**config.mk**
```make
export PLATFORM = sky130hd
export DESIGN_NAME = arc_top
export DESIGN_NICKNAME = d
export VERILOG_FILES = /design/src/hdl/arc_pkg.sv /design/src/hdl/arc_channel.sv /design/src/hdl/arc_top.sv
export VERILOG_INCLUDE_DIRS = /design/src /design/src/hdl
export SDC_FILE = /design/constraint.sdc
export NUM_CORES = 1
export LEC_CHECK = 0
export BUFFER_PORTS_ARGS = -buffer_cell sky130_fd_sc_hd__buf_4
export CORE_ASPECT_RATIO = 1.4
export CORE_MARGIN = 8
export CORE_UTILIZATION = 50
export DETAILED_ROUTE_END_ITERATION = 12
export PLACE_DENSITY_LB_ADDON = 0.25
export SLEW_MARGIN = 20
export SYNTH_ARGS = -nofsm -noshare
export SYNTH_HDL_FRONTEND = slang
export SYNTH_SLANG_ARGS = --single-unit
```
**constraint.sdc**
```tcl
create_clock -name sys_clk -period 1.89 [get_ports sys_clk]
set_input_delay 0.378 -clock sys_clk [delete_from_list [all_inputs] [get_ports sys_clk]]
set_output_delay 0.378 -clock sys_clk [all_outputs]
set_load 0.02 [all_outputs]
```
**src/hdl/arc_defines.svh**
```systemverilog
// Constants for the alarm relay output control block.
// Assumes a 200 MHz system clock and an AXI4-Lite register port.
//
// Operation
// - One indicator per relay, high while alarmed.
// - Delay zero to four seconds, 200 ms steps.
// - Polarity selects failsafe or energized-in-alarm drive.
// - Automatic release or latching per relay.
// - Per-relay push-button requests latched alarm exit.
// - Host clear acts like the push-button.
// - Clear needs normal input and elapsed delay.
// - Delay applies to entering and leaving alarm.
// - Host command resets registers, divider and relay channels.
// - Alarm status readable; polling can be toggled.
// - High limit trips rising, low trips falling.
// - Release only past setpoint by the deadband (minus for high limit, plus for low).
`ifndef ARC_DEFINES_SVH
`define ARC_DEFINES_SVH

`define ARC_CLK_MHZ        200
`define ARC_STEP_MS        200
`define ARC_STEP_CYCLES    (`ARC_STEP_MS * 1000 * `ARC_CLK_MHZ)
`define ARC_MAX_STEPS      5'h14

`define ARC_OFF_CTRL       4'h0
`define ARC_OFF_DELAY      4'h1
`define ARC_OFF_STATUS     4'h2
`define ARC_OFF_EVENT      4'h3
`define ARC_OFF_MASK       4'h4
`define ARC_OFF_CMD        4'h5

`define ARC_CTRL_RESET     8'h00
`define ARC_DELAY_RESET    5'h00
`define ARC_FLD_FAILSAFE   0
`define ARC_FLD_LATCH      1
`define ARC_FLD_HIGHLIM    2
`define ARC_FLD_POLL       8
`define ARC_CMD_CLEAR0     0
`define ARC_CMD_CLEAR1     1
`define ARC_CMD_MODRESET   8
`define ARC_RESP_OKAY      2'h0
`define ARC_RESP_SLVERR    2'h2

`endif

```
**src/hdl/arc_pkg.sv**
```systemverilog
// Types for the alarm relay output control block.
// Assumes arc_defines.svh is included by the design files.
package arc_pkg;
	typedef enum logic [1:0] {
		ARC_NORMAL  = 2'b00,
		ARC_ARMING  = 2'b01,
		ARC_ALARM   = 2'b10,
		ARC_LEAVING = 2'b11
	} arc_state_t;

	typedef struct packed {
		logic failsafe;
		logic latch;
		logic high_limit;
		logic [4:0] delay_steps;
	} arc_cfg_t;

	typedef struct packed {
		logic above_set;
		logic below_set;
		logic above_band;
		logic below_band;
	} arc_cmp_t;
endpackage

```
**src/hdl/arc_channel.sv**
```systemverilog
// One relay channel: delay qualification, latching and coil drive.
// Assumes compare flags and step tick come from the sys_clk domain.
`timescale 1ns/1ps
`include "arc_defines.svh"

module arc_channel (
	// Clock and reset
	input  wire logic             sys_clk,
	input  wire logic             rst_n,
	// Configuration and stimulus
	input  wire arc_pkg::arc_cfg_t cfg,
	input  wire arc_pkg::arc_cmp_t cmp,
	input  wire logic             step_tick,
	input  wire logic             clear_req,
	// Outputs
	output logic                  in_alarm,
	output logic                  coil_on,
	output logic                  led_on,
	output logic                  enter_evt,
	output logic                  leave_evt
);
	import arc_pkg::*;

	arc_state_t state_reg;
	arc_state_t state_next;
	logic [4:0] cnt_reg;
	logic [4:0] cnt_next;
	logic       led_reg;
	logic       coil_reg;

	wire trip_cond = cfg.high_limit ? cmp.above_set : cmp.below_set;
	wire norm_cond = cfg.high_limit ? cmp.below_band : cmp.above_band;
	wire expired   = (cnt_reg >= cfg.delay_steps);
	wire may_leave = norm_cond && (!cfg.latch || clear_req);

	always_comb begin
		state_next = state_reg;
		cnt_next   = cnt_reg;
		enter_evt  = 1'b0;
		leave_evt  = 1'b0;
		case (state_reg)
		ARC_NORMAL: begin
			cnt_next = 5'h00;
			if (trip_cond)
				state_next = ARC_ARMING;
		end
		ARC_ARMING: begin
			if (!trip_cond) begin
				state_next = ARC_NORMAL;
				cnt_next   = 5'h00;
			end else if (expired) begin
				state_next = ARC_ALARM;
				cnt_next   = 5'h00;
				enter_evt  = 1'b1;
			end else if (step_tick) begin
				cnt_next = cnt_reg + 5'h01;
			end
		end
		ARC_ALARM: begin
			cnt_next = 5'h00;
			if (norm_cond)
				state_next = ARC_LEAVING;
		end
		ARC_LEAVING: begin
			if (!norm_cond) begin
				state_next = ARC_ALARM;
				cnt_next   = 5'h00;
			end else if (expired && may_leave) begin
				state_next = ARC_NORMAL;
				cnt_next   = 5'h00;
				leave_evt  = 1'b1;
			end else if (step_tick && !expired) begin
				cnt_next = cnt_reg + 5'h01;
			end
		end
		default: begin
			state_next = ARC_NORMAL;
			cnt_next   = 5'h00;
		end
		endcase
	end

	wire alarm_next = (state_next == ARC_ALARM) ||
		(state_next == ARC_LEAVING);

	always_ff @(posedge sys_clk) begin
		if (!rst_n) begin
			state_reg <= ARC_NORMAL;
			cnt_reg   <= 5'h00;
			led_reg   <= 1'b0;
			coil_reg  <= 1'b0;
		end else begin
			state_reg <= state_next;
			cnt_reg   <= cnt_next;
			led_reg   <= alarm_next;
			coil_reg  <= alarm_next ^ cfg.failsafe;
		end
	end

	assign in_alarm = led_reg;
	assign led_on   = led_reg;
	assign coil_on  = coil_reg;

	led_tracks_a: assert property (@(posedge sys_clk) disable iff (!rst_n)
		led_on == (state_reg == ARC_ALARM || state_reg == ARC_LEAVING))
		else $error("led does not follow alarm state");
	coil_pol_a: assert property (@(posedge sys_clk) disable iff (!rst_n)
		$stable(cfg.failsafe) |-> coil_on == (led_on ^ cfg.failsafe))
		else $error("coil polarity wrong");
	restart_cnt_a: assert property (@(posedge sys_clk) disable iff (!rst_n)
		(state_reg == ARC_ARMING && !trip_cond) |=> cnt_reg == 5'h00)
		else $error("counter not restarted");
	latch_hold_a: assert property (@(posedge sys_clk) disable iff (!rst_n)
		(state_reg == ARC_LEAVING && cfg.latch && !clear_req)
		|=> state_reg != ARC_NORMAL)
		else $error("latched alarm left without clear");
	enter_delay_a: assert property (@(posedge sys_clk) disable iff (!rst_n)
		enter_evt |-> cnt_reg >= cfg.delay_steps && trip_cond)
		else $error("alarm entered before delay");
	leave_norm_a: assert property (@(posedge sys_clk) disable iff (!rst_n)
		leave_evt |-> norm_cond && expired)
		else $error("alarm left before release met");
	trip_dir_a: assert property (@(posedge sys_clk) disable iff (!rst_n)
		(state_reg == ARC_NORMAL && !trip_cond) |=> state_reg == ARC_NORMAL)
		else $error("armed without trip condition");
endmodule

```
**src/hdl/arc_top.sv**
```systemverilog
// Two-relay alarm output control with AXI4-Lite registers.
// Assumes compare flags are synchronous; buttons are raw pins.
//
// The register addresses and the AXI4-Lite interface to the registers are this design's own decisions.
`timescale 1ns/1ps
`include "arc_defines.svh"

module arc_top #(
	parameter int STEP_CYCLES = `ARC_STEP_CYCLES
) (
	// Clock and reset
	input  wire logic              sys_clk,
	input  wire logic              rst_n,
	// AXI4-Lite write
	input  wire logic [5:0]        s_axi_awaddr,
	input  wire logic              s_axi_awvalid,
	output logic                   s_axi_awready,
	input  wire logic [31:0]       s_axi_wdata,
	input  wire logic [3:0]        s_axi_wstrb,
	input  wire logic              s_axi_wvalid,
	output logic                   s_axi_wready,
	output logic [1:0]             s_axi_bresp,
	output logic                   s_axi_bvalid,
	input  wire logic              s_axi_bready,
	// AXI4-Lite read
	input  wire logic [5:0]        s_axi_araddr,
	input  wire logic              s_axi_arvalid,
	output logic                   s_axi_arready,
	output logic [31:0]            s_axi_rdata,
	output logic [1:0]             s_axi_rresp,
	output logic                   s_axi_rvalid,
	input  wire logic              s_axi_rready,
	// Comparison stage
	input  wire arc_pkg::arc_cmp_t cmp_one,
	input  wire arc_pkg::arc_cmp_t cmp_two,
	// Front panel
	input  wire logic              relay_one_clear_button,
	input  wire logic              relay_two_clear_button,
	// Relay drive and indicators
	output logic [1:0]             coil_on,
	output logic [1:0]             led_on,
	output logic                   irq
);
	import arc_pkg::*;

	// ****************************************************
	// Module reset and step divider
	// ****************************************************
	logic        mod_reset_reg;
	wire         core_rst_n = rst_n && !mod_reset_reg;
	logic [31:0] div_reg;
	wire         step_tick = (div_reg == STEP_CYCLES - 1);

	always_ff @(posedge sys_clk) begin
		if (!core_rst_n || step_tick)
			div_reg <= 32'h0;
		else
			div_reg <= div_reg + 32'h1;
	end

	// ****************************************************
	// Button synchronisers and press detect
	// ****************************************************
	logic [1:0] btn_s1_reg;
	logic [1:0] btn_s2_reg;
	logic [1:0] btn_s3_reg;
	wire  [1:0] btn_raw = {relay_two_clear_button, relay_one_clear_button};
	wire  [1:0] btn_press = btn_s2_reg & ~btn_s3_reg;

	always_ff @(posedge sys_clk) begin
		if (!rst_n) begin
			btn_s1_reg <= 2'h0;
			btn_s2_reg <= 2'h0;
			btn_s3_reg <= 2'h0;
		end else begin
			btn_s1_reg <= btn_raw;
			btn_s2_reg <= btn_s1_reg;
			btn_s3_reg <= btn_s2_reg;
		end
	end

	// ****************************************************
	// Registers
	// ****************************************************
	logic [7:0]  ctrl_reg;
	logic [9:0]  delay_reg;
	logic [1:0]  event_reg;
	logic [1:0]  mask_reg;
	logic        poll_reg;
	logic [1:0]  host_clr_reg;
	logic [1:0]  alarm;
	logic [1:0]  enter_evt;
	logic [1:0]  leave_evt;

	logic        aw_held_reg;
	logic [3:0]  aw_idx_reg;
	logic        w_held_reg;
	logic [31:0] w_data_reg;
	logic [3:0]  w_strb_reg;
	logic        bvalid_reg;
	logic [1:0]  bresp_reg;
	logic        rvalid_reg;
	logic [31:0] rdata_reg;
	logic [1:0]  rresp_reg;

	wire do_write = aw_held_reg && w_held_reg && !bvalid_reg;
	wire wr_ctrl  = do_write && aw_idx_reg == `ARC_OFF_CTRL && w_strb_reg[0];
	wire wr_delay = do_write && aw_idx_reg == `ARC_OFF_DELAY;
	wire wr_event = do_write && aw_idx_reg == `ARC_OFF_EVENT && w_strb_reg[0];
	wire wr_mask  = do_write && aw_idx_reg == `ARC_OFF_MASK && w_strb_reg[0];
	wire wr_cmd   = do_write && aw_idx_reg == `ARC_OFF_CMD;
	wire wr_known = aw_idx_reg <= `ARC_OFF_CMD;
	wire [1:0] evt_set = enter_evt | leave_evt;
	wire [1:0] clear_req = btn_press | host_clr_reg;

	assign s_axi_awready = !aw_held_reg;
	assign s_axi_wready  = !w_held_reg;
	assign s_axi_arready = !rvalid_reg;

	always_ff @(posedge sys_clk) begin
		if (!rst_n) begin
			aw_held_reg <= 1'b0;
			aw_idx_reg  <= 4'h0;
			w_held_reg  <= 1'b0;
			w_data_reg  <= 32'h0;
			w_strb_reg  <= 4'h0;
			bvalid_reg  <= 1'b0;
			bresp_reg   <= `ARC_RESP_OKAY;
		end else begin
			if (s_axi_awvalid && !aw_held_reg) begin
				aw_held_reg <= 1'b1;
				aw_idx_reg  <= s_axi_awaddr[5:2];
			end
			if (s_axi_wvalid && !w_held_reg) begin
				w_held_reg <= 1'b1;
				w_data_reg <= s_axi_wdata;
				w_strb_reg <= s_axi_wstrb;
			end
			if (do_write) begin
				aw_held_reg <= 1'b0;
				w_held_reg  <= 1'b0;
				bvalid_reg  <= 1'b1;
				bresp_reg   <= wr_known ? `ARC_RESP_OKAY : `ARC_RESP_SLVERR;
			end else if (bvalid_reg && s_axi_bready) begin
				bvalid_reg <= 1'b0;
			end
		end
	end

	always_ff @(posedge sys_clk) begin
		if (!core_rst_n) begin
			ctrl_reg     <= `ARC_CTRL_RESET;
			delay_reg    <= {`ARC_DELAY_RESET, `ARC_DELAY_RESET};
			event_reg    <= 2'h0;
			mask_reg     <= 2'h0;
			poll_reg     <= 1'b0;
			host_clr_reg <= 2'h0;
		end else begin
			if (wr_ctrl)
				ctrl_reg <= w_data_reg[7:0];
			if (do_write && aw_idx_reg == `ARC_OFF_CTRL && w_strb_reg[1])
				poll_reg <= w_data_reg[`ARC_FLD_POLL];
			if (wr_delay && w_strb_reg[0])
				delay_reg[4:0] <= clamp(w_data_reg[4:0]);
			if (wr_delay && w_strb_reg[1])
				delay_reg[9:5] <= clamp(w_data_reg[12:8]);
			if (wr_mask)
				mask_reg <= w_data_reg[1:0];
			event_reg <= (event_reg & ~(wr_event ? w_data_reg[1:0] : 2'h0))
				| evt_set;
			host_clr_reg <= (wr_cmd && w_strb_reg[0]) ?
				w_data_reg[`ARC_CMD_CLEAR1:`ARC_CMD_CLEAR0] : 2'h0;
		end
	end

	always_ff @(posedge sys_clk) begin
		if (!rst_n)
			mod_reset_reg <= 1'b0;
		else
			mod_reset_reg <= wr_cmd && w_strb_reg[1] &&
				w_data_reg[`ARC_CMD_MODRESET];
	end

	function automatic logic [4:0] clamp(input logic [4:0] v);
		clamp = (v > `ARC_MAX_STEPS) ? `ARC_MAX_STEPS : v;
	endfunction

	// ****************************************************
	// Read channel
	// ****************************************************
	wire [3:0]  ar_idx = s_axi_araddr[5:2];
	wire [31:0] stat_word = poll_reg ? {30'h0, alarm} : 32'h0;
	wire [31:0] rd_mux =
		(ar_idx == `ARC_OFF_CTRL)   ? {23'h0, poll_reg, ctrl_reg} :
		(ar_idx == `ARC_OFF_DELAY)  ? {19'h0, delay_reg[9:5],
			3'h0, delay_reg[4:0]} :
		(ar_idx == `ARC_OFF_STATUS) ? stat_word :
		(ar_idx == `ARC_OFF_EVENT)  ? {30'h0, event_reg} :
		(ar_idx == `ARC_OFF_MASK)   ? {30'h0, mask_reg} : 32'h0;

	always_ff @(posedge sys_clk) begin
		if (!rst_n) begin
			rvalid_reg <= 1'b0;
			rdata_reg  <= 32'h0;
			rresp_reg  <= `ARC_RESP_OKAY;
		end else if (s_axi_arvalid && !rvalid_reg) begin
			rvalid_reg <= 1'b1;
			rdata_reg  <= rd_mux;
			rresp_reg  <= (ar_idx <= `ARC_OFF_CMD) ?
				`ARC_RESP_OKAY : `ARC_RESP_SLVERR;
		end else if (rvalid_reg && s_axi_rready) begin
			rvalid_reg <= 1'b0;
		end
	end

	assign s_axi_bvalid = bvalid_reg;
	assign s_axi_bresp  = bresp_reg;
	assign s_axi_rvalid = rvalid_reg;
	assign s_axi_rdata  = rdata_reg;
	assign s_axi_rresp  = rresp_reg;
	assign irq          = |(event_reg & mask_reg);

	// ****************************************************
	// Relay channels
	// ****************************************************
	genvar g;
	generate
		for (g = 0; g < 2; g++) begin : g_ch
			wire arc_cfg_t cfg = '{
				failsafe:    ctrl_reg[4*g + `ARC_FLD_FAILSAFE],
				latch:       ctrl_reg[4*g + `ARC_FLD_LATCH],
				high_limit:  ctrl_reg[4*g + `ARC_FLD_HIGHLIM],
				delay_steps: delay_reg[5*g +: 5]
			};
			wire arc_cmp_t cmp_ch = (g == 0) ? cmp_one : cmp_two;
			arc_channel u_ch (
				.sys_clk   (sys_clk),
				.rst_n     (core_rst_n),
				.cfg       (cfg),
				.cmp       (cmp_ch),
				.step_tick (step_tick),
				.clear_req (clear_req[g]),
				.in_alarm  (alarm[g]),
				.coil_on   (coil_on[g]),
				.led_on    (led_on[g]),
				.enter_evt (enter_evt[g]),
				.leave_evt (leave_evt[g])
			);
		end
	endgenerate

	evt_sticky_a: assert property (@(posedge sys_clk) disable iff (!core_rst_n)
		evt_set[0] |=> event_reg[0])
		else $error("event lost against clear");
	irq_level_a: assert property (@(posedge sys_clk) disable iff (!core_rst_n)
		(irq && !wr_event && !wr_mask) |=> irq)
		else $error("irq dropped without clear");
	mod_reset_a: assert property (@(posedge sys_clk) disable iff (!rst_n)
		mod_reset_reg |=> led_on == 2'b00 && ctrl_reg == `ARC_CTRL_RESET)
		else $error("module reset ineffective");
	poll_gate_a: assert property (@(posedge sys_clk) disable iff (!rst_n)
		(s_axi_arvalid && !rvalid_reg && ar_idx == `ARC_OFF_STATUS &&
			!poll_reg) |=> rdata_reg == 32'h0)
		else $error("status read while polling off");
	host_clear_a: assert property (@(posedge sys_clk) disable iff (!core_rst_n)
		(wr_cmd && w_strb_reg[0] && w_data_reg[0]) |=> clear_req[0])
		else $error("host clear not delivered");
endmodule

```
==> key figures <==
Run status
  • Violated checks: negative setup slack
  • Run status: finished, violations left

Timing
  • Unrepaired setup endpoints after global routing: yes
  • Sum Neg Setup Slack: -0.202 ns
  • Smallest hold slack: 0.170 ns
  • Pin slew with the least headroom to its limit: 0.548 ns
  • Fraction of the cycle the final worst path needs: 1.05
  • Final number of hold-violating endpoints: 0
  • Crit path time final: 1.98 ns
  • Setup clock skew after layout: 0.00801 ns
  • Number of max-slew violations in the final report: 0
  • Worst-case setup margin in the final layout: -0.0876 ns
  • Highest achievable clock rate: 506 MHz
  • Final setup violation count: 6
  • Worst rel slew slack: 0.634

Routing
  • DRC violations left: 0
  • Via Count: 4674
  • Count of antenna-violating nets left after detailed routing: 0
  • Detailed-route vias per instance: 5.25
  • First drt pass iteration count: 4
  • Total wirelength of the detailed-routed design: 13.8 mm
  • DRC marker count from the first detailed-route iteration: 223
  • Final routed wire length divided by cell count: 15.5 um

Placement
  • Total of buffers placed on input and output ports: 64
  • Cell Area, Placed: 6270 sq um
  • Total half-perimeter wirelength after legalization and detailed placement: 9.63 mm
  • RePlAce Congestion: 0.870
  • Post-Place Cells: 851

Global route
  • Largest net degree at the start of global routing: 42
  • Antenna violations before repair: 0
  • Remaining global-route overflow: 0
  • Global-route wire length before repair: 22.1 mm
  • Number of global-route vias before repair: 4771
  • All-layer global routing usage: 0.185

Critical path
  • Gate family responsible for the most delay along the worst path: compound AO/OA/AOI/OAI gates
  • CP Cell Sequence: inv_2 -> ha_4 -> nand2b_4 -> a2111oi_4 -> buf_4 -> o21bai_4 -> a21oi_2 -> a31oi_4 -> nor3_2
  • Delay contributed by the slowest stage of the critical path: 0.40 ns
  • Slowest cell on the critical path: a2111oi_4
  • Arr. time, crit path: 2.30 ns
  • Number of buffers and inverters on the critical path: 2
  • Nature of the critical path startpoint: flop
  • Sort of element at the end of the critical path: flop
  • Required time worst endpoint: 2.21 ns
  • Path type of the worst setup path: reg -> reg
  • CP max FO: 5

Cells and area
  • Layout Utilization: 0.675
  • Total Nets Final: 814
  • Max reg flops: 32
  • Number of antenna repair diodes: 0
  • Share of final-layout standard cells stronger than drive strength 1: 0.288
  • Most frequent cells in the layout: buf_4, dfxtp_1, nor2_1
  • Most frequent standard cell in the layout excluding fill and tap cells: buf_4
  • Non-Filler Cell Area, Final: 7260 sq um
  • Final Non-Filler Cells: 890
  • Signed area change from the synthesized netlist to the final layout: 33.2%

Clock network
  • CTS tree: built
  • CTS clk-pin slew, worst paths: 0.06 ns
  • Latest clock arrival within the worst-skew pair: 0.41 ns
  • CTS max path bufs: 2
  • Count of hold buffers inserted by post-cts repair: 0
  • H-tree depth: 4
  • TritonCTS Sinks: 120
  • Number of buffers added by the clock tree synthesis step: 17
  • Clk Tree Root Cell: clkbuf_16

Synthesis
  • Async set-reset flop share out of synthesis: 0
  • Instance count of the mapped netlist: 627
  • Cell Area, Synth: 5450 sq um
  • Mean instance size in the synthesized netlist: 8.69 sq um
  • Number of synthesized flops with an enable pin: 0
  • Distinct cells, synth: 48
  • Sequential share of the synthesized area: 0.441
  • Post-synthesis sequential element count: 120
  • Number of synthesis warnings: 0
  • Predominant post-synthesis flop cell: dfxtp_1

Worst hold path
  • Class of the tightest hold or removal check: in -> reg

Die
  • Starting density of the core: 0.506
  • Area enclosed by the die boundary: 14500 sq um
  • I/O pin count: 111
  • Core Region: 10800 sq um
  • DIE WIDTH: 104 um
  • Floorplan row count: 45
  • Chip Height: 139 um

Power
  • Pleak: 2.91 nW
  • Pwr Density: 885 nW/um^2
  • Maximum ir drop on the vdd rail: 565 uV

Run
  • Number of max-capacitance violations reported: 0
## area by class of cell
cell class                 instances  area [sq um]
sequential                       120          2420
fill                             854          3500
tap                              141           176
clock buffer                      17           425
clock inverter                    15           190
timing repair buffer             117           903
inverter                          21          78.8
multi-input combinational        459          3060
## path summary, 6_finish.rpt
| path | start | end | slack [ns] | cells after the start |
|---|---|---|---|---|
| max | g_ch[0].u_ch.cnt_reg[0] | g_ch[0].u_ch.cnt_reg[0] | -0.09 | 9 |
| min | relay_one_clear_button | btn_s1_reg[0] | 0.17 | 2 |
| max reg2reg | g_ch[0].u_ch.cnt_reg[0] | g_ch[0].u_ch.cnt_reg[0] | -0.09 | 9 |
| min reg2reg | btn_s1_reg[0] | btn_s2_reg[0] | 0.43 | 1 |
## cell families (layout without fill, tap and decap cells)
kind of cell	after synthesis	count (layout)	share of synthesized area
adder cells (fa/ha/maj)	13	13	0.0299
AND/OR/NAND/NOR	280	280	0.256
XOR/XNOR	39	39	0.0627
flip-flops	120	120	0.441
AO/OA/AOI/OAI	90	90	0.112
other	1	21	0.000689
multiplexers	16	16	0.0301
buffers and inverters	68	170	0.0671
## through the flow
step	setup slack [ns]	total power, mW
after detailed placement	-0.159	3.15
after global placement	-0.0856	3.13
final	-0.0876	6.42
after floorplan	0.000165	3.00
after global routing	-0.162	6.65
after CTS	0.000218	6.46
## worst register-to-register path, stage by stage (launching register included)
cell	delay (ns)
dfxtp_2	0.34
inv_2	0.05
ha_4	0.22
nand2b_4	0.14
a2111oi_4	0.40
buf_4	0.20
o21bai_4	0.06
a21oi_2	0.18
a31oi_4	0.08
nor3_2	0.21
## where the power goes
part	switching (mW)	leakage, nW	internal, mW
Combinational	0.256	1.64	0.191
Sequential	0.0654	0.982	2.60
Clock	1.21	0.288	2.10
## timing repair
| item | CTS | global route |
|---|---|---|
| pin swaps | 12 | 31 |
| setup buffers | 1 | 6 |
| hold endpoints to repair | 0 | 0 |
| resized for setup | 13 | 57 |
| setup endpoints to repair | 20 | 46 |
## cells in the mapped netlist (3+ instances only)
cell	instances	area, sq um
nor2_1	71	267
a21oi_1	22	110
ha_1	13	163
mux2_2	3	33.8
o21a_1	3	22.5
a22oi_1	4	30.0
nand3_1	38	190
dfxtp_1	120	2400
nand2b_1	8	50.1
a31oi_1	3	18.8
nand2_1	72	270
clkbuf_1	18	67.6
and3_1	5	31.3
inv_1	21	78.8
nor2b_1	17	106
o21ai_0	12	60.1
nand3b_1	6	45.0
nor3_1	13	65.1
xor2_1	23	201
mux2i_1	13	130
nor4_1	8	50.1
xnor2_1	16	140
o31ai_1	3	22.5
and2_1	13	81.3
nor3b_1	9	67.6
a221oi_1	7	61.3
a21boi_0	24	180
nand4_1	12	75.1
buf_4	25	188
## routing by layer
| layer | track usage | part of all wire |
|---|---|---|
| met1 | 0.193 | 0.40 |
| met2 | 0.324 | 0.52 |
| met3 | 0.0555 | 0.042 |
| met4 | 0.107 | 0.034 |
| met5 | 0 | 0 |
Note: power is estimated with default switching activity, not from simulation.
